$ cat config.mk
export PLATFORM = sky130hd
export DESIGN_NAME = dec_top
export DESIGN_NICKNAME = d
export VERILOG_FILES = /design/src/rtl/dec_pkg.sv /design/src/rtl/dec_top.sv
export VERILOG_INCLUDE_DIRS = /design/src /design/src/rtl
export SDC_FILE = /design/constraint.sdc
export NUM_CORES = 1
export LEC_CHECK = 0
export ABC_AREA = 1
export BUFFER_PORTS_ARGS = -buffer_cell sky130_fd_sc_hd__buf_2
export CORE_ASPECT_RATIO = 0.6
export CORE_UTILIZATION = 30
export CTS_CLUSTER_DIAMETER = 60
export DETAILED_ROUTE_END_ITERATION = 10
export PLACE_DENSITY = 0.55
export REMOVE_ABC_BUFFERS = 1
export SETUP_SLACK_MARGIN = 0.15
export SLEW_MARGIN = 20
export SYNTH_ARGS = -nofsm -noshare
export SYNTH_HDL_FRONTEND = slang
export SYNTH_SLANG_ARGS = --single-unit
$ cat constraint.sdc
create_clock -name clk -period 5 [get_ports clk]
set_input_delay 0.5 -clock clk [delete_from_list [all_inputs] [get_ports clk]]
set_output_delay 0.5 -clock clk [all_outputs]
set_load 0.02 [all_outputs]
$ cat src/rtl/dec_regs.svh
/*
 Register offsets, field positions, reset values and op codes of the
 drawing engine command block. Assumes byte addresses on a 16-bit bus address.
*/
`ifndef DEC_REGS_SVH
`define DEC_REGS_SVH
// ==========================================
// Offsets
`define DEC_OFS_DEST_X   16'h8ee8
`define DEC_OFS_ERR      16'h92e8
`define DEC_OFS_MAJ      16'h96e8
`define DEC_OFS_STAT     16'h9ae8
`define DEC_OFS_STROKE   16'h9ee8
`define DEC_OFS_BKGD     16'ha2e8
`define DEC_OFS_MODE     16'hbef0
// ==========================================
// Command fields
`define DEC_CMD_DIR      0
`define DEC_CMD_PXMD     1
`define DEC_CMD_LASTOFF  2
`define DEC_CMD_GEOM     3
`define DEC_CMD_DRAW     4
`define DEC_CMD_DIR_LO   5
`define DEC_CMD_WAIT     8
`define DEC_CMD_BUS16    9
`define DEC_CMD_SWAP     12
`define DEC_CMD_OP_LO    13
// ==========================================
// Op codes
`define DEC_OP_NOP       3'h0
`define DEC_OP_LINE      3'h1
`define DEC_OP_RECT      3'h2
`define DEC_OP_BLT       3'h6
`define DEC_OP_PAT       3'h7
// ==========================================
// Widths, reset values and mode register bits
`define DEC_W_COORD      12
`define DEC_W_STEP       14
`define DEC_RST_16       16'h0000
`define DEC_RST_32       32'h0000_0000
`define DEC_MODE_W32     0
`define DEC_MODE_FLAG    1
`endif

$ cat src/rtl/dec_pkg.sv
/*
 Types of the drawing engine command block.
 Assumes dec_regs.svh supplies the numeric constants.
*/
package dec_pkg;
	typedef enum logic [1:0] {dec_idle, dec_run} dec_state_type;

	typedef struct packed {
		logic        is_stroke;
		logic [15:0] data;
	} dec_entry_type;

	typedef struct packed {
		logic [2:0] op;
		logic       swap;
		logic       bus16;
		logic       host_wait;
		logic [2:0] dir;
		logic       draw;
		logic       geom;
		logic       last_off;
		logic       pix_mode;
		logic       write_dir;
	} dec_cmd_type;

	typedef struct packed {
		logic       valid;
		logic       draw;
		logic [2:0] dir;
		logic       new_line;
		logic [2:0] pat_col;
		logic [2:0] pat_row;
	} dec_pixel_type;
endpackage

$ cat src/rtl/dec_top.sv
/*
 Drawing engine command and parameter registers with an eight slot command
 queue and a pixel sequencer. Assumes a classic Wishbone master, and that the
 pixel datapath consumes pixel_out and pulses pix_xfer_done per host datum.
*/
// The implementer's own choice: register access over Wishbone.
`timescale 1ns/1ps
`include "dec_regs.svh"

module dec_top #(
	parameter int DEPTH = 8
) (
	// Clock and reset
	input  wire logic                 clk,
	input  wire logic                 nrst,
	// Wishbone slave
	input  wire logic                 wb_cyc_i,
	input  wire logic                 wb_stb_i,
	input  wire logic                 wb_we_i,
	input  wire logic [15:0]          wb_adr_i,
	input  wire logic [3:0]           wb_sel_i,
	input  wire logic [31:0]          wb_dat_i,
	output logic      [31:0]          wb_dat_o,
	output logic                      wb_ack_o,
	// Datapath side
	input  wire logic                 pix_xfer_done,
	input  wire logic [11:0]          minor_axis_count,
	output dec_pkg::dec_pixel_type    pixel_out,
	output dec_pkg::dec_cmd_type      cmd_active,
	output logic                      read_data_ready,
	// Parameter registers
	output logic [31:0]               background_colour,
	output logic [13:0]               dest_x_diagonal_step,
	output logic [13:0]               line_error_term,
	output logic [11:0]               major_axis_count
);
	localparam int CW = $clog2(DEPTH + 1);

	function automatic logic [15:0] apply_sel(input logic [15:0] old, input logic [15:0] nw,
		input logic [1:0] sel);
		apply_sel = {sel[1] ? nw[15:8] : old[15:8], sel[0] ? nw[7:0] : old[7:0]};
	endfunction

	function automatic logic [7:0] therm(input logic [CW-1:0] n);
		logic [8:0] t;
		t = (9'h001 << n) - 9'h001;
		therm = t[7:0];
	endfunction

	function automatic dec_pkg::dec_cmd_type decode(input logic [15:0] d);
		decode.op        = d[`DEC_CMD_OP_LO +: 3];
		decode.swap      = d[`DEC_CMD_SWAP];
		decode.bus16     = d[`DEC_CMD_BUS16];
		decode.host_wait = d[`DEC_CMD_WAIT];
		decode.dir       = d[`DEC_CMD_DIR_LO +: 3];
		decode.draw      = d[`DEC_CMD_DRAW];
		decode.geom      = d[`DEC_CMD_GEOM];
		decode.last_off  = d[`DEC_CMD_LASTOFF];
		decode.pix_mode  = d[`DEC_CMD_PXMD];
		decode.write_dir = d[`DEC_CMD_DIR];
	endfunction

	// ==========================================
	// Bus decode
	logic                  req;
	logic                  hit_stat;
	logic                  hit_stroke;
	logic                  queue_write;
	logic                  full;
	logic                  take;
	logic                  wr;
	logic                  rd;
	logic [1:0]            mode;
	logic [15:0]           engine_status;

	assign req         = wb_cyc_i & wb_stb_i & ~wb_ack_o;
	assign hit_stat    = wb_adr_i == `DEC_OFS_STAT;
	assign hit_stroke  = wb_adr_i == `DEC_OFS_STROKE;
	assign queue_write = wb_we_i & (hit_stat | hit_stroke);
	// A full queue withholds ack, so the host stalls instead of losing a command
	assign take        = req & ~(queue_write & full);
	assign wr          = take & wb_we_i;
	assign rd          = take & ~wb_we_i;

	always_ff @(posedge clk or negedge nrst)
	begin
		if (!nrst)
			wb_ack_o <= 1'b0;
		else
			wb_ack_o <= take;
	end

	always_ff @(posedge clk or negedge nrst)
	begin
		if (!nrst)
			wb_dat_o <= `DEC_RST_32;
		else if (rd)
		begin
			unique case (wb_adr_i)
				`DEC_OFS_DEST_X: wb_dat_o <= {18'h0, dest_x_diagonal_step};
				`DEC_OFS_ERR:    wb_dat_o <= {18'h0, line_error_term};
				`DEC_OFS_MAJ:    wb_dat_o <= {20'h0, major_axis_count};
				`DEC_OFS_STAT:   wb_dat_o <= {16'h0, engine_status};
				`DEC_OFS_MODE:   wb_dat_o <= {30'h0, mode};
				`DEC_OFS_BKGD:
				begin
					if (mode[`DEC_MODE_W32])
						wb_dat_o <= {16'h0, mode[`DEC_MODE_FLAG] ? background_colour[31:16] :
							background_colour[15:0]};
					else
						wb_dat_o <= background_colour;
				end
				default:         wb_dat_o <= `DEC_RST_32;
			endcase
		end
	end

	// ==========================================
	// Parameter registers
	always_ff @(posedge clk or negedge nrst)
	begin
		if (!nrst)
			dest_x_diagonal_step <= 14'h0000;
		else if (wr && wb_adr_i == `DEC_OFS_DEST_X)
			dest_x_diagonal_step <= 14'(apply_sel({2'h0, dest_x_diagonal_step}, wb_dat_i[15:0],
				wb_sel_i[1:0]));
	end

	always_ff @(posedge clk or negedge nrst)
	begin
		if (!nrst)
			line_error_term <= 14'h0000;
		else if (wr && wb_adr_i == `DEC_OFS_ERR)
			line_error_term <= 14'(apply_sel({2'h0, line_error_term}, wb_dat_i[15:0],
				wb_sel_i[1:0]));
	end

	always_ff @(posedge clk or negedge nrst)
	begin
		if (!nrst)
			major_axis_count <= 12'h000;
		else if (wr && wb_adr_i == `DEC_OFS_MAJ)
			major_axis_count <= 12'(apply_sel({4'h0, major_axis_count}, wb_dat_i[15:0],
				wb_sel_i[1:0]));
	end

	// Mode bit 0 is 32 bpp, bit 1 the half word select flag
	always_ff @(posedge clk or negedge nrst)
	begin
		if (!nrst)
			mode <= 2'h0;
		else if (wr && wb_adr_i == `DEC_OFS_MODE && wb_sel_i[0])
			mode <= wb_dat_i[1:0];
		else if (take && wb_adr_i == `DEC_OFS_BKGD && mode[`DEC_MODE_W32])
			mode[`DEC_MODE_FLAG] <= ~mode[`DEC_MODE_FLAG];
	end

	always_ff @(posedge clk or negedge nrst)
	begin
		if (!nrst)
			background_colour <= `DEC_RST_32;
		else if (wr && wb_adr_i == `DEC_OFS_BKGD)
		begin
			if (!mode[`DEC_MODE_W32])
				background_colour <= {apply_sel(background_colour[31:16], wb_dat_i[31:16], wb_sel_i[3:2]),
					apply_sel(background_colour[15:0], wb_dat_i[15:0], wb_sel_i[1:0])};
			else if (mode[`DEC_MODE_FLAG])
				background_colour[31:16] <= apply_sel(background_colour[31:16], wb_dat_i[15:0],
					wb_sel_i[1:0]);
			else
				background_colour[15:0] <= apply_sel(background_colour[15:0], wb_dat_i[15:0],
					wb_sel_i[1:0]);
		end
	end

	// ==========================================
	// Command queue
	dec_pkg::dec_entry_type  q_mem [DEPTH];
	logic [CW-1:0]           q_cnt;
	logic [$clog2(DEPTH)-1:0] q_wp;
	logic [$clog2(DEPTH)-1:0] q_rp;
	logic                    push;
	logic                    pop;
	dec_pkg::dec_entry_type  q_head;
	dec_pkg::dec_state_type  state;

	assign full   = q_cnt == CW'(DEPTH);
	assign push   = wr & queue_write;
	assign pop    = state == dec_pkg::dec_idle && q_cnt != '0;
	assign q_head = q_mem[q_rp];

	always_ff @(posedge clk)
	begin
		if (push)
			q_mem[q_wp] <= '{is_stroke: hit_stroke, data: apply_sel(16'h0, wb_dat_i[15:0], wb_sel_i[1:0])};
	end

	always_ff @(posedge clk or negedge nrst)
	begin
		if (!nrst)
		begin
			q_wp  <= '0;
			q_rp  <= '0;
			q_cnt <= '0;
		end
		else
		begin
			if (push)
				q_wp <= (q_wp == ($clog2(DEPTH))'(DEPTH - 1)) ? '0 : q_wp + 1'b1;
			if (pop)
				q_rp <= (q_rp == ($clog2(DEPTH))'(DEPTH - 1)) ? '0 : q_rp + 1'b1;
			q_cnt <= q_cnt + CW'(push) - CW'(pop);
		end
	end

	// ==========================================
	// Pixel sequencer
	logic [11:0] pcnt;
	logic [11:0] lcnt;
	logic [11:0] col;
	logic [11:0] row;
	logic [2:0]  cur_dir;
	logic        cur_draw;
	logic        vector;
	logic        second;
	logic [7:0]  second_vec;
	logic        step_ok;
	logic        last;
	logic [7:0]  first_vec;

	// Host handshake gates every pixel when waiting is on
	assign step_ok = ~cmd_active.host_wait |
		(cmd_active.write_dir ? pix_xfer_done : ~read_data_ready);
	assign last    = pcnt == 12'h000 && lcnt == 12'h000 && !second;
	// Byte order picks which vector runs first
	assign first_vec = cmd_active.swap ? q_head.data[7:0] : q_head.data[15:8];

	always_ff @(posedge clk or negedge nrst)
	begin
		if (!nrst)
		begin
			state      <= dec_pkg::dec_idle;
			cmd_active <= '0;
			pcnt       <= 12'h000;
			lcnt       <= 12'h000;
			col        <= 12'h000;
			row        <= 12'h000;
			cur_dir    <= 3'h0;
			cur_draw   <= 1'b0;
			vector     <= 1'b0;
			second     <= 1'b0;
			second_vec <= 8'h00;
		end
		else
		begin
			unique case (state)
				dec_pkg::dec_idle:
				begin
					col <= 12'h000;
					row <= 12'h000;
					if (pop && q_head.is_stroke)
					begin
						second_vec <= cmd_active.swap ? q_head.data[15:8] : q_head.data[7:0];
						pcnt       <= {8'h00, first_vec[3:0]};
						cur_draw   <= first_vec[4];
						cur_dir    <= first_vec[7:5];
						lcnt       <= 12'h000;
						vector     <= 1'b1;
						second     <= 1'b1;
						cmd_active.host_wait <= 1'b0;
						state      <= dec_pkg::dec_run;
					end
					else if (pop)
					begin
						cmd_active <= decode(q_head.data);
						cur_dir    <= q_head.data[`DEC_CMD_DIR_LO +: 3];
						cur_draw   <= q_head.data[`DEC_CMD_DRAW];
						pcnt       <= major_axis_count;
						vector     <= 1'b0;
						second     <= 1'b0;
						unique case (q_head.data[`DEC_CMD_OP_LO +: 3])
							`DEC_OP_LINE:
							begin
								lcnt  <= 12'h000;
								state <= dec_pkg::dec_run;
							end
							`DEC_OP_RECT, `DEC_OP_BLT, `DEC_OP_PAT:
							begin
								lcnt  <= minor_axis_count;
								state <= dec_pkg::dec_run;
							end
							// Nop and reserved codes both only latch setup for strokes
							default: state <= dec_pkg::dec_idle;
						endcase
					end
				end
				dec_pkg::dec_run:
				begin
					if (step_ok)
					begin
						if (pcnt != 12'h000)
						begin
							pcnt <= pcnt - 12'h001;
							col  <= col + 12'h001;
						end
						else if (lcnt != 12'h000)
						begin
							lcnt <= lcnt - 12'h001;
							pcnt <= major_axis_count;
							col  <= 12'h000;
							row  <= row + 12'h001;
						end
						else if (second)
						begin
							second   <= 1'b0;
							pcnt     <= {8'h00, second_vec[3:0]};
							cur_draw <= second_vec[4];
							cur_dir  <= second_vec[7:5];
						end
						else
							state <= dec_pkg::dec_idle;
					end
				end
				default: state <= dec_pkg::dec_idle;
			endcase
		end
	end

	// ==========================================
	// Pixel output and read data flag
	always_ff @(posedge clk or negedge nrst)
	begin
		if (!nrst)
			pixel_out <= '0;
		else
		begin
			pixel_out.valid    <= state == dec_pkg::dec_run && step_ok;
			pixel_out.draw     <= cur_draw & ~(last & cmd_active.last_off &
				(vector | cmd_active.op == `DEC_OP_LINE));
			pixel_out.dir      <= cur_dir;
			pixel_out.new_line <= pcnt == major_axis_count && !vector;
			pixel_out.pat_col  <= col[2:0];
			pixel_out.pat_row  <= row[2:0];
		end
	end

	// Set wins over the host's clear
	always_ff @(posedge clk or negedge nrst)
	begin
		if (!nrst)
			read_data_ready <= 1'b0;
		else if (state == dec_pkg::dec_run && cmd_active.host_wait && !cmd_active.write_dir && step_ok)
			read_data_ready <= 1'b1;
		else if (pix_xfer_done)
			read_data_ready <= 1'b0;
	end

	// ==========================================
	// Status word
	always_ff @(posedge clk or negedge nrst)
	begin
		if (!nrst)
			engine_status <= `DEC_RST_16;
		else
			engine_status <= {5'h00, q_cnt == '0, state != dec_pkg::dec_idle || pop,
				read_data_ready, therm(q_cnt)};
	end
endmodule

---- After elaboration in Yosys (flattened, before gate mapping) ----
Memories as Yosys holds them, arrays and structs flattened.
Cells that the tools add are included.
operators by class
  add/sub/neg operators ................... 9
  equality and inequality tests ........... 31
  shift operators ......................... 1
  muxes and demuxes ....................... 77
  bitwise gates (word level) .............. 22
  reduce and logical (&&, ||, !) cells .... 56
operators by type and width
  kind                     count
  $mux W12                 17
  $pmux W32 S6             1
  $pmux W12 S2             5
  $eq A16 B16 Y1 const B   7
  $mux W8                  10
  $mux W32                 2
  $mux W16                 3
  $add A12 B1 Y12 const B  2
  $logic_not A12 Y1        2
  $mux W3                  8
  $reduce_bool A12 Y1      2
  $sub A12 B1 Y12 const B  2
  $mux W1                  20
  $ne A2 B2 Y1 const B     9
  $reduce_and A2 Y1        9
  $logic_and A1 B1 Y1      17
  $reduce_and A4 Y1        4
  $reduce_bool A2 Y1       7
  $eq A12 B12 Y1           1
  $eq A3 B3 Y1 const B     4
  $mux W2                  6
  $reduce_and A6 Y1        2
  $and A1 B1 Y1            11
  $reduce_and A5 Y1        2
  other kinds (28)         43
storage, ports and cells
  flip-flop bits (word level) ............. 219
  RAM bits ................................ 136
  input bits .............................. 70
  output and inout port bits .............. 132
  memories ................................ 1
memory list
  memory  depth  bits a word  read ports  clocked after Yosys merged registers in  wr ports  line            text
  q_mem   8      17           1           0                                        1         dec_top.sv:178  dec_pkg::dec_entry_type q_mem [DEPTH];

---- Depth between registers and ports, before layout ----
Gate-level depths: netlist (run 1).
  depth after elaboration ................. 10
  depth in mapped cells ................... 16
  gate-level depth less buffers ........... 15

---- Worst setup path after synthesis (run 1) ----
Ideal clock, no wire load.
  kind .................................... input -> register
  start point ............................. in wb_adr_i[14]
  end point ............................... mem q_mem[1][0] (netlist bit) (enable)
  setup time .............................. 390 ps
  data arrival time ....................... 2273 ps
  required time ........................... 4610 ps
  slack ................................... 2337 ps
  stages on the path ...................... 12
  buffers on the path ..................... 0
  cells stage by stage .................... inv_1 nand2_1 inv_1 nand3_1 nor2_4 o211ai_4 nand3_2 inv_2 nand2_1 inv_2 nand2_1 nor2_1
on the way
  cells in the longest elaborated chain, start to end .. 10
  elaborated cells on any way between the ends .. 11
  classes of those cells .................. eq/ne: 2; mux: 2; bitwise: 7
ends and longest elaborated chain
  what                             line            text
  start, declared                  dec_top.sv:20   input wire logic [15:0] wb_adr_i,
  $eq A16 B16 Y1                   -
  $or A1 B1 Y1 *                   dec_top.sv:79   assign queue_write = wb_we_i & (hit_stat | hit_stroke);
  $and A1 B1 Y1 *                  dec_top.sv:79
  $and A1 B1 Y1                    dec_top.sv:81   assign take = req & ~(queue_write & full);
  $not A1 Y1                       dec_top.sv:81
  $and A1 B1 Y1                    dec_top.sv:81
  $and A1 B1 Y1                    dec_top.sv:82   assign wr = take & wb_we_i;
  $and A1 B1 Y1 *                  dec_top.sv:188  assign push = wr & queue_write;
  $mux W1 *                        dec_top.sv:194  if (push)
  $mux W1 (not written as such) *  dec_top.sv:195  q_mem[q_wp] <= '{is_stroke: hit_stroke, data: apply_sel(16'h0, wb_dat_i[15:0], wb_sel_i[1:0])};
  end, declared                    dec_top.sv:178
Mark *: on every way between the ends. The rest lies on a longest branch, timed or not.

---- Final worst setup path (run 1) ----
  start point ............................. reg q_cnt[2]
  end point ............................... mem q_mem[3][13] (netlist bit) (enable)
on the way
  cells in the longest elaborated chain, start to end .. 8
ends and longest elaborated chain
  what                           line            text
  start, declared                dec_top.sv:179  logic [CW-1:0] q_cnt;
  start signal, assigned         dec_top.sv:212  q_cnt <= q_cnt + CW'(push) - CW'(pop);
  $eq A4 B4 Y1                   dec_top.sv:187  assign full = q_cnt == CW'(DEPTH);
  $and A1 B1 Y1                  dec_top.sv:81
  $not A1 Y1                     dec_top.sv:81
  $and A1 B1 Y1                  dec_top.sv:81
  $and A1 B1 Y1                  dec_top.sv:82
  $and A1 B1 Y1                  dec_top.sv:188
  $mux W1                        dec_top.sv:194
  $mux W1 (not written as such)  dec_top.sv:195
Every way passes these cells.

==> qor_table.md, run 1 <==
| Metric | This run | Unit |
|:---|:---|:---|
| Final weighted congestion in routability-driven placement | 0.8917 | - |
| Reg2Reg Launch Point | q_cnt[2] | - |
| Die height | 180.9 | um |
| DRC marker count from the first detailed-route iteration | 1347 | - |
| Via count of the first global-routing pass | 12775 | - |
| Average routed wire per standard cell | 18.97 | um |
| Cell variety after synth | 46 | - |
| Adder-cell area share of the yosys netlist | 1.454 | % |
| Setup slack on the worst flop-to-flop path | 1.93 | ns |
| TritonCTS clock tree | built | - |
| DRC Markers | 0 | - |
| Total wire length after detailed routing | 53.11 | mm |
| Leakage power total | 0.008925 | uW |
| Kind of critical path | reg -> reg | - |
| Maximum VDD drop | 0.0002542 | V |
| Hold/Removal Path Class | in -> reg | - |
| Origin of the worst min-delay path | pix_xfer_done | - |
| Critical path fanouts, max | 17 | - |
| Placeable core area | 52620 | sq um |
| Library cell with the largest summed area after synthesis | sky130_fd_sc_hd__dfrtp_1 | - |
| Slew headroom | 27.87 | % |
| Clock H-tree levels | 1 | - |
| Area added between synthesis and finish | 17.00 | % |
| Largest family of logic cells by synthesized area | simple AND/OR/NAND/NOR gates | - |
| Unrepaired setup endpoints after global routing | false | - |
| Max Clk Rate | 0.3255 | GHz |
| Top FF cell, synth | sky130_fd_sc_hd__dfrtp_1 | - |
| DP Worst Slack | 1.804 | ns |
| Post-synth EDFFs | 136 | - |
| Number of cell instances on the worst register-to-register path | 10 | - |
| Die area | 54310 | sq um |
| Portion of netlist area occupied by mux cells | 0 | % |
| Number of resized instances in the post-cts repair step | 0 | - |
| Clock transition at path regs | 0.07 | ns |
| Finish-stage setup viols | 0 | - |
| Status | completed | - |
| Layout Nets | 2158 | - |
| Arrival time at the worst endpoint | 3.27 | ns |
| Cells after Synth | 1886 | - |
| I/O pin cnt | 202 | - |
| Proportion of layout cells with a drive suffix above 1 | 15.04 | % |
| Num Clock Sinks | 336 | - |
| Number of buffers between clock root and the deepest sink | 3 | - |
| Global Route Usage Sum | 19.38 | % |
| Hold endpoint | read_data_ready | - |
| Count of final hold-check violations | 0 | - |
| Clock tree root driver cell | sky130_fd_sc_hd__clkbuf_16 | - |
| Slew @ Worst Pin | 1.081 | ns |
| Yosys reg bits | 336 | - |
| Area fraction in compound gates after synthesis | 7.497 | % |
| Length of the first detailed-routing pass in iterations | 5 | - |
| Share of Yosys cell area claimed by the top area cell type | 31.27 | % |
| Post-synthesis share of cell area spent on xor and xnor gates | 0.9303 | % |
| Hold-critical path depth | 2 | - |
| Maximum number of pins on one net before global-route repair | 103 | - |
| Via count | 13575 | - |
| Starting density of the core | 30.41 | % |
| Sum of negative setup slack | 0 | ns |
| Max-cap viol count | 0 | - |
| Startpoint type of the worst setup path | register | - |
| Most used standard cell by instance count after synthesis | sky130_fd_sc_hd__nand2_1 | - |
| Most instantiated cells after synthesis | 683 x sky130_fd_sc_hd__nand2_1, 200 x sky130_fd_sc_hd__dfrtp_1, 175 x sky130_fd_sc_hd__nor2_1, 152 x sky130_fd_sc_hd__o21ai_0, 148 x sky130_fd_sc_hd__inv_1 | - |
| Number of warnings issued by yosys | 0 | - |
| Post-synthesis area per instance | 8.486 | sq um |
| CTS Buf Count | 31 | - |
| Input/output buffers | 201 | - |
| Final global-route overflow total | 0 | - |
| Largest cells by area after synthesis | sky130_fd_sc_hd__dfrtp_1 31%, sky130_fd_sc_hd__edfxtp_1 26%, sky130_fd_sc_hd__nand2_1 16% | - |
| Post-Route Hold Slack | 0.1444 | ns |
| Register area share after synthesis | 56.79 | % |
| End of the worst register-to-register path | q_mem[3][13] | - |
| Tcrit/Tclk final | 61.43 | % |
| Worst-case setup margin in the final layout | 1.928 | ns |
| Post-synth ARST share | 59.52 | % |
| Final critical-path required period | 3.072 | ns |
| Post-CTS Setup Repair Bufs | 0 | - |
| Total number of placement rows | 65 | - |
| Setup skew after layout | 0.02754 | ns |
| Post-layout total power | 6260 | uW |
| Crit path capture type | register | - |
| Final design area excluding fillers | 18720 | sq um |
| DR vias/cell | 4.850 | - |
| Initial antenna violation count | 2 | - |
| DIE WIDTH | 300.2 | um |
| Required time of the critical path | 5.20 | ns |
| Placed cell area | 17720 | sq um |
| Clock latency reported for the late side of the worst-skew pair | 0.60 | ns |
| Pwr per Cell Area | 334.3 | nW/um^2 |
| Post-synthesis instance area | 16000 | sq um |
| Simple-gate share of the synthesized area | 27.31 | % |
| Antenna viol nets, final | 0 | - |
| Wire length of the first global-routing pass | 80.18 | mm |
| Half-perimeter wire length after placement | 38.77 | mm |
| Slew Limit Fails | 0 | - |
-- worst max-delay path, stage by stage (launching register included) --
cell,delay (ns)
sky130_fd_sc_hd__dfrtp_1,0.41
sky130_fd_sc_hd__inv_1,0.14
sky130_fd_sc_hd__ha_1,0.22
sky130_fd_sc_hd__and3_1,0.21
sky130_fd_sc_hd__o211ai_4,0.16
sky130_fd_sc_hd__nand3_2,0.18
sky130_fd_sc_hd__inv_2,0.12
sky130_fd_sc_hd__nand2_1,0.14
sky130_fd_sc_hd__inv_2,0.12
sky130_fd_sc_hd__nand2_1,0.12
sky130_fd_sc_hd__nor2_2,0.84
-- metal layers --
| metal | vias to the layer above | part of all wire [%] | GRT usage, % |
|---|---|---|---|
| met3 | 59 | 9.2 | 4.834 |
| met1 | 6500 | 50 | 30.94 |
| met2 | 552 | 40 | 26.16 |
| met4 | 4 | 1.5 | 2.959 |
| li1 | 6460 | - | - |
| met5 | - | 0.045 | 0 |
-- state kept, by name, summed over array words and instances, names as in the netlist, 14 cells and up --
signal,count
wb_dat_o,32
background_colour,32
q_mem,136
line_error_term,14
cmd_active,14
dest_x_diagonal_step,14
-- report_power, final --
part           switching [uW]  internal (uW)
Combinational             541            263
Sequential               93.3           2980
Clock                    1090           1290
Total                    1720           4540
-- worst max-delay path by stage --
| stage | startpoint | end | slack, ns | depth (start not counted) |
|---|---|---|---|---|
| after global placement | wb_adr_i[8] | q_mem[0][5] | 1.78 | 11 |
| after detailed placement | wb_adr_i[8] | q_mem[3][8] | 1.80 | 11 |
| after global routing | q_cnt[2] | q_mem[3][13] | 1.77 | 10 |
| after CTS | q_cnt[2] | q_mem[3][13] | 1.93 | 10 |
| final | q_cnt[2] | q_mem[3][13] | 1.93 | 10 |
| after floorplan | q_rp[0] | lcnt[0] | 1.64 | 12 |
-- cell type report --
| type | count | area, sq um |
|---|---|---|
| well taps | 703 | 879.6 |
| flip-flops and latches | 336 | 9089 |
| fillers | 5370 | 33900 |
| repair buffers | 221 | 1181 |
| inverters | 164 | 615.6 |
| clock inverters | 10 | 102.6 |
| diodes | 1 | 2.502 |
| clock buffers | 48 | 890.9 |
| multi-input cells | 1316 | 5963 |
-- cell usage in the layout (no fill, tap or decap), types with 6 or more instances in the layout --
cell and count:
sky130_fd_sc_hd__nor3_1 8, sky130_fd_sc_hd__o21ai_0 152, sky130_fd_sc_hd__o22ai_1 11, sky130_fd_sc_hd__clkbuf_16 31, sky130_fd_sc_hd__nor2_4 9, sky130_fd_sc_hd__nor2_2 8
sky130_fd_sc_hd__nand2_2 6, sky130_fd_sc_hd__buf_4 18, sky130_fd_sc_hd__nand3_1 144, sky130_fd_sc_hd__xor2_1 10, sky130_fd_sc_hd__edfxtp_1 136, sky130_fd_sc_hd__ha_1 17
sky130_fd_sc_hd__a21oi_1 30, sky130_fd_sc_hd__nor2_1 173, sky130_fd_sc_hd__dfrtp_1 200, sky130_fd_sc_hd__inv_1 148, sky130_fd_sc_hd__nand4_1 10, sky130_fd_sc_hd__buf_2 200
sky130_fd_sc_hd__xnor2_1 7, sky130_fd_sc_hd__nand2_1 683, sky130_fd_sc_hd__inv_2 13, sky130_fd_sc_hd__clkbuf_1 10
-- logic make-up (layout without fill, tap and decap cells) --
kind of cell,after synthesis,in the layout
other cells,0,1
compound gates,222,222
flops,336,336
buf+inv,234,443
xor+xnor,17,17
fa+ha+maj,18,18
simple gates,1059,1059
-- stage by stage --
| step | cells | util, % |
|---|---|---|
| floorplan | 1816 | - |
| global placement | 2739 | 33.67 |
| detailed placement | 2739 | 33.67 |
| CTS | 2798 | 35.58 |
| global route | 2798 | 35.58 |
| finish | 2799 | 35.58 |
-- repair_timing --
| action | 4_1_cts | 5_1_grt |
|---|---|---|
| hold buffers | 1 | 0 |
| endpoints found under the setup margin | 0 | 0 |
| endpoints found under the hold margin | 43 | 0 |
No activity file was read; power rests on OpenSTA's default activity.
==> run 2, diff against run 1 <==
Settings changed: ABC_AREA 1 to 0.
Clock period 5 ns to 3.1 ns, I/O delays scaled along.
==> qor_table.md, run 2 <==
| Metric | This run | Unit |
|:---|:---|:---|
| Placeable core area | 49340 | sq um |
| Average routed wire per standard cell | 21.70 | um |
| Final weighted congestion in routability-driven placement | 0.8876 | - |
| Cell variety after synth | 67 | - |
| Pwr per Cell Area | 605.6 | nW/um^2 |
| Total number of placement rows | 63 | - |
| TritonCTS clock tree | built | - |
| Biggest register | q_mem | - |
| Hold/Removal Path Class | in -> reg | - |
| Slew headroom | 50.67 | % |
| Slew @ Worst Pin | 0.7194 | ns |
| Critical Path End | cur_dir[1] | - |
| Largest cells by area after synthesis | sky130_fd_sc_hd__dfrtp_1 33%, sky130_fd_sc_hd__edfxtp_1 27%, sky130_fd_sc_hd__mux2_2 7.4% | - |
| Yosys reg bits | 336 | - |
| Number of warnings issued by yosys | 0 | - |
| Tcrit/Tclk final | 90.14 | % |
| Worst-case setup margin in the final layout | 0.3056 | ns |
| Post-synthesis area per instance | 13.58 | sq um |
| Maximum VDD drop | 0.0003469 | V |
| Cells after Synth | 1105 | - |
| Final design utilization | 37.16 | % |
| Starting density of the core | 30.40 | % |
| Via count | 10446 | - |
| Post-Route Hold Slack | 0.05381 | ns |
| Clock latency reported for the late side of the worst-skew pair | 0.54 | ns |
| Commonest non-fill, non-tap cells in the layout | 200 x sky130_fd_sc_hd__buf_2, 199 x sky130_fd_sc_hd__dfrtp_1, 136 x sky130_fd_sc_hd__edfxtp_1 | - |
| Maximum number of pins on one net before global-route repair | 80 | - |
| Status | completed | - |
| Count of final hold-check violations | 0 | - |
| Number of cell instances on the worst register-to-register path | 7 | - |
| Final global-route overflow total | 0 | - |
| Most instantiated cells after synthesis | 200 x sky130_fd_sc_hd__dfrtp_1, 136 x sky130_fd_sc_hd__edfxtp_1, 98 x sky130_fd_sc_hd__mux2_2, 76 x sky130_fd_sc_hd__nor2_1, 63 x sky130_fd_sc_hd__a21oi_1 | - |
| Input/output buffers | 201 | - |
| Setup slack on the worst flop-to-flop path | 0.31 | ns |
| Top FF cell, synth | sky130_fd_sc_hd__dfrtp_1 | - |
| Leakage power total | 0.007758 | uW |
| Arrival time at the worst endpoint | 3.21 | ns |
| Total wire length after detailed routing | 43.97 | mm |
| Number of antenna cells inserted | 0 | - |
| Initial antenna violation count | 0 | - |
| Setup skew after layout | 0.02796 | ns |
| DR vias/cell | 5.156 | - |
| Max Clk Rate | 0.3579 | GHz |
| CTS Buf Count | 34 | - |
| DRC Markers | 0 | - |
| Post-CTS Setup Repair Bufs | 0 | - |
| Biggest regs | q_mem x136, background_colour x32, wb_dat_o x32 | - |
| Required time of the critical path | 3.52 | ns |
| End of the worst register-to-register path | cur_dir[1] | - |
| Most used standard cell by instance count after synthesis | sky130_fd_sc_hd__dfrtp_1 | - |
| Max-cap viol count | 0 | - |
| DIE WIDTH | 290.7 | um |
| Post-synth EDFFs | 136 | - |
| Via count of the first global-routing pass | 10189 | - |
| Finish-stage setup viols | 0 | - |
| Area added between synthesis and finish | 22.25 | % |
| Post-layout total power | 11110 | uW |
| Number of buffers between clock root and the deepest sink | 3 | - |
| Unrepaired setup endpoints after global routing | true | - |
| # fillers | 4775 | - |
| Die area | 50930 | sq um |
| Reg2Reg Launch Point | q_rp[2] | - |
| Num Clock Sinks | 336 | - |
| Layout Nets | 1440 | - |
| Clock tree root driver cell | sky130_fd_sc_hd__clkbuf_16 | - |
| Share of Yosys cell area claimed by the top area cell type | 33.36 | % |
| Global Route Usage Sum | 17.22 | % |
| Slew Limit Fails | 0 | - |
| Post-synth ARST share | 59.52 | % |
| Register area share after synthesis | 60.59 | % |
| Wire length of the first global-routing pass | 66.67 | mm |
| DRC marker count from the first detailed-route iteration | 1030 | - |
| Length of the first detailed-routing pass in iterations | 5 | - |
| Half-perimeter wire length after placement | 32.12 | mm |
| Clock H-tree levels | 2 | - |
| Die height | 175.2 | um |
| Antenna viol nets, final | 0 | - |
| Kind of critical path | reg -> reg | - |
| Flip-flop count of the largest register after layout | 136 | - |
| Commonest non-fill, non-tap cell in the layout | sky130_fd_sc_hd__buf_2 | - |
| Startpoint type of the worst setup path | register | - |
| Final critical-path required period | 2.794 | ns |
| Library cell with the largest summed area after synthesis | sky130_fd_sc_hd__dfrtp_1 | - |
| Clock transition at path regs | 0.07 | ns |
| Sum of negative setup slack | 0 | ns |
| Setup crit start | q_rp[2] | - |
| I/O pin cnt | 202 | - |
| DP Worst Slack | 0.08394 | ns |
| Critical path fanouts, max | 17 | - |
| Crit path capture type | register | - |
| Post-synthesis instance area | 15000 | sq um |
| Proportion of layout cells with a drive suffix above 1 | 34.59 | % |
## run 2: cell families (layout without fill, tap and decap cells)
| family | count (synthesis) | count (layout) | share of synthesized area [%] |
|---|---|---|---|
| fa+ha+maj | 18 | 18 | 1.551 |
| simple gates | 242 | 242 | 8.591 |
| compound gates | 225 | 225 | 9.993 |
| mux | 173 | 173 | 15.40 |
| buf+inv | 82 | 353 | 2.185 |
| xor+xnor | 29 | 29 | 1.693 |
| flops | 336 | 336 | 60.59 |
## run 2: worst min-delay path by stage
stage | from | to | slack (ns) | cells past startpoint
after CTS | pix_xfer_done | read_data_ready | 0.03 | 3
after global placement | nrst | pixel_out[7] | 0.36 | 1
after floorplan | nrst | background_colour[0] | 0.01 | 0
after global routing | wb_dat_i[15] | background_colour[15] | 0.06 | 2
final | pix_xfer_done | read_data_ready | 0.05 | 3
after detailed placement | nrst | pixel_out[7] | 0.36 | 1
## run 2: area by class of cell
type	instances	area, sq um	share of cell area [%]
multi-input combinational	687	5640	30.76
clock buffer	48	964.7	5.261
sequential	336	9090	49.57
timing repair buffer	263	1575	8.590
clock inverter	12	141.4	0.7710
tap	650	813.3	4.435
inverter	30	112.6	0.6141
## run 2: stage by stage
| step | instance area (sq um) | std cells |
|---|---|---|
| after global placement | 17210 | 1965 |
| after floorplan | 14790 | 1053 |
| after CTS | 18320 | 2026 |
| after global routing | 18340 | 2026 |
| after detailed placement | 17210 | 1965 |
| final | 18340 | 2026 |
## run 2: metal layers
layer	vias to the layer above	global-route usage, %	wire, um
met3	36	3.472	2644
li1	4693	-	-
met2	299	24.76	19070
met5	-	0	0
met4	0	2.668	463
met1	5418	26.83	21800
## run 2: power breakdown
group / switching, uW / leakage (uW) / internal, uW
Sequential: 333 / 0.00381 / 4930
Clock: 1790 / 0.000536 / 2360
Combinational: 968 / 0.00341 / 722
Total: 3090 / 0.00776 / 8010
## run 2: timing repair
item / 4_1_cts / 5_1_grt
endpoints found under the hold margin: 76 / 0
hold buffers: 1 / 0
endpoints found under the setup margin: 0 / 12
gates resized for setup: 0 / 6
## run 2: critical path, cell delays in order (launching register included)
cell and delay [ns]:
sky130_fd_sc_hd__dfrtp_1 0.64, sky130_fd_sc_hd__buf_4 0.37, sky130_fd_sc_hd__nor2_1 0.07, sky130_fd_sc_hd__a22oi_1 0.42, sky130_fd_sc_hd__nand4_1 0.29, sky130_fd_sc_hd__nor2_1 0.39, sky130_fd_sc_hd__mux2i_1 0.13, sky130_fd_sc_hd__a221o_1 0.35
==> run 3, diff against run 2 <==
Settings changed: CELL_PAD_IN_SITES_DETAIL_PLACEMENT set to 1, CELL_PAD_IN_SITES_GLOBAL_PLACEMENT set to 1, PLACE_DENSITY 0.55 to 0.63.
==> qor_table.md, run 3 (same netlist as run 2, synthesis figures left out) <==
| Metric | This run | Unit |
|:---|:---|:---|
| Total number of placement rows | 63 | - |
| Area added between synthesis and finish | 22.74 | % |
| Hold-critical path depth | 2 | - |
| Clock H-tree levels | 2 | - |
| Setup slack on the worst flop-to-flop path | 0.27 | ns |
| TritonCTS clock tree | built | - |
| Half-perimeter wire length after placement | 34.26 | mm |
| Input/output buffers | 201 | - |
| Maximum number of pins on one net before global-route repair | 63 | - |
| Top delay family on crit path | adder cells | - |
| Commonest non-fill, non-tap cell in the layout | sky130_fd_sc_hd__buf_2 | - |
| Layout Nets | 1446 | - |
| Global Route Usage Sum | 18.61 | % |
| Average routed wire per standard cell | 23.33 | um |
| Hold/Removal Path Class | in -> reg | - |
| Clock transition at path regs | 0.07 | ns |
| End of the worst register-to-register path | q_cnt[2] | - |
| DIE WIDTH | 290.7 | um |
| Initial antenna violation count | 1 | - |
| Antenna viol nets, final | 0 | - |
| Status | completed | - |
| Placed instance count | 1970 | - |
| CTS Buf Count | 34 | - |
| Biggest regs | q_mem x136, background_colour x32, wb_dat_o x32 | - |
| Setup skew after layout | 0.02759 | ns |
| Max Clk Rate | 0.3536 | GHz |
| Finish-stage setup viols | 0 | - |
| Unrepaired setup endpoints after global routing | false | - |
| Starting density of the core | 30.40 | % |
| Placeable core area | 49340 | sq um |
| Hold endpoint | background_colour[15] | - |
| Maximum VDD drop | 0.0003096 | V |
| Required time of the critical path | 3.53 | ns |
| Clock latency reported for the late side of the worst-skew pair | 0.54 | ns |
| Startpoint type of the worst setup path | register | - |
| Slew Limit Fails | 0 | - |
| Num Clock Sinks | 336 | - |
| Proportion of layout cells with a drive suffix above 1 | 34.85 | % |
| Worst-case setup margin in the final layout | 0.2717 | ns |
| Arrival time at the worst endpoint | 3.26 | ns |
| Total wire length after detailed routing | 47.42 | mm |
| Origin of the worst min-delay path | wb_dat_i[15] | - |
| CP bufs+invs | 4 | - |
| Final global-route overflow total | 0 | - |
| Die height | 175.2 | um |
| Tcrit/Tclk final | 91.24 | % |
| Clock tree root driver cell | sky130_fd_sc_hd__clkbuf_16 | - |
| Crit-path cells | inv_1 > ha_1 > nand2_1 > nand2_1 > clkinvlp_4 > ha_1 > inv_1 > ha_1 > inv_1 > fa_1 > xnor2_1 | - |
| I/O pin cnt | 202 | - |
| Count of final hold-check violations | 0 | - |
| Via count of the first global-routing pass | 10975 | - |
| Length of the first detailed-routing pass in iterations | 5 | - |
| Kind of critical path | reg -> reg | - |
| Wire length of the first global-routing pass | 71.88 | mm |
| DP Worst Slack | 0.09333 | ns |
| Final critical-path required period | 2.828 | ns |
| DR vias/cell | 5.237 | - |
| Cell with the largest stage delay on the worst path | sky130_fd_sc_hd__dfrtp_1 | - |
| Biggest register | q_mem | - |
| Leakage power total | 0.007775 | uW |
| Crit path capture type | register | - |
| DRC Markers | 0 | - |
| Flip-flop count of the largest register after layout | 136 | - |
| Max-cap viol count | 0 | - |
| Slew headroom | 42.05 | % |
| Number of cell instances on the worst register-to-register path | 11 | - |
| Reg2Reg Launch Point | q_cnt[2] | - |
| DRC marker count from the first detailed-route iteration | 759 | - |
| Die area | 50930 | sq um |
| Number of buffers between clock root and the deepest sink | 3 | - |
| Final weighted congestion in routability-driven placement | 0.8521 | - |
| Commonest non-fill, non-tap cells in the layout | 200 x sky130_fd_sc_hd__buf_2, 199 x sky130_fd_sc_hd__dfrtp_1, 136 x sky130_fd_sc_hd__edfxtp_1 | - |
| Final instance count without filler cells | 2033 | - |
| Number of antenna cells inserted | 0 | - |
| Placed cell area | 17230 | sq um |
| Final design area excluding fillers | 18410 | sq um |
| Pwr per Cell Area | 612.3 | nW/um^2 |
| Via count | 10646 | - |
| Post-Route Hold Slack | 0.06198 | ns |
| Slew @ Worst Pin | 0.8674 | ns |
| Worst path max stage delay | 0.41 | ns |
| Critical path fanouts, max | 8 | - |
## run 3: changes by cell type in the layout (fill, tap and decap cells not counted), sizes merged
| cell | before | now |
|---|---|---|
| buf | 262 | 267 |
| bufinv | 2 | 3 |
| clkbuf | 48 | 47 |
| clkinv | 5 | 8 |
| clkinvlp | 2 | 4 |
| inv | 33 | 30 |
## run 3: area by class of cell
cell class	instances	area (sq um)
fillers	5271	30930
flip-flops and latches	336	9090
multi-input cells	687	5652
repair buffers	269	1602
clock buffers	46	958.4
well taps	650	813.3
clock inverters	15	180.2
inverters	30	116.4
## run 3: power breakdown
part / switching, uW / internal, uW / total [uW]
registers: 337 / 4930 / 5260
clock network: 1840 / 2450 / 4290
logic: 998 / 720 / 1720
## run 3: repair_timing
item                                    4_1_cts  5_1_grt
gates resized for setup                       0        8
hold buffers                                  1        0
endpoints found under the setup margin        0       18
hold endpoints to repair                     55        0
buffers inserted                              0        1
## run 3: per-stage QoR
step	util, %	power [uW]	setup TNS [ns]
6_report	37.31	11270	0
5_1_grt	37.31	11770	0
4_1_cts	37.24	11390	0
3_5_place_dp	34.91	7025	0
3_3_place_gp	34.90	6976	-0.07250
2_1_floorplan	-	6367	-27.17
## run 3: routing by layer
| metal | track usage, % | vias up | wire, um |
|---|---|---|---|
| met5 | 0 | - | 0 |
| met1 | 28.69 | 5604 | 23580 |
| li1 | - | 4702 | - |
| met3 | 3.320 | 56 | 2467 |
| met4 | 3.483 | 0 | 728 |
| met2 | 27.15 | 284 | 20650 |
## run 3: worst reg2reg max path, stage by stage (launching register included)
cell and delay, ns:
sky130_fd_sc_hd__dfrtp_1 0.41, sky130_fd_sc_hd__inv_1 0.23, sky130_fd_sc_hd__ha_1 0.23, sky130_fd_sc_hd__nand2_1 0.20, sky130_fd_sc_hd__nand2_1 0.21, sky130_fd_sc_hd__clkinvlp_4 0.24, sky130_fd_sc_hd__ha_1 0.35, sky130_fd_sc_hd__inv_1 0.06
sky130_fd_sc_hd__ha_1 0.17, sky130_fd_sc_hd__inv_1 0.06, sky130_fd_sc_hd__fa_1 0.41, sky130_fd_sc_hd__xnor2_1 0.15
## run 3: worst max path at each step
stage / endpoint / slack (ns) / cells after the start / from
after floorplan: lcnt[0] / -0.72 / 5 / q_rp[0]
after global placement: lcnt[1] / -0.02 / 5 / q_rp[1]
after detailed placement: background_colour[7] / 0.09 / 7 / wb_adr_i[1]
after CTS: cur_dir[1] / 0.21 / 9 / q_cnt[3]
after global routing: line_error_term[13] / 0.15 / 7 / q_cnt[2]
final: q_cnt[2] / 0.27 / 11 / q_cnt[2]
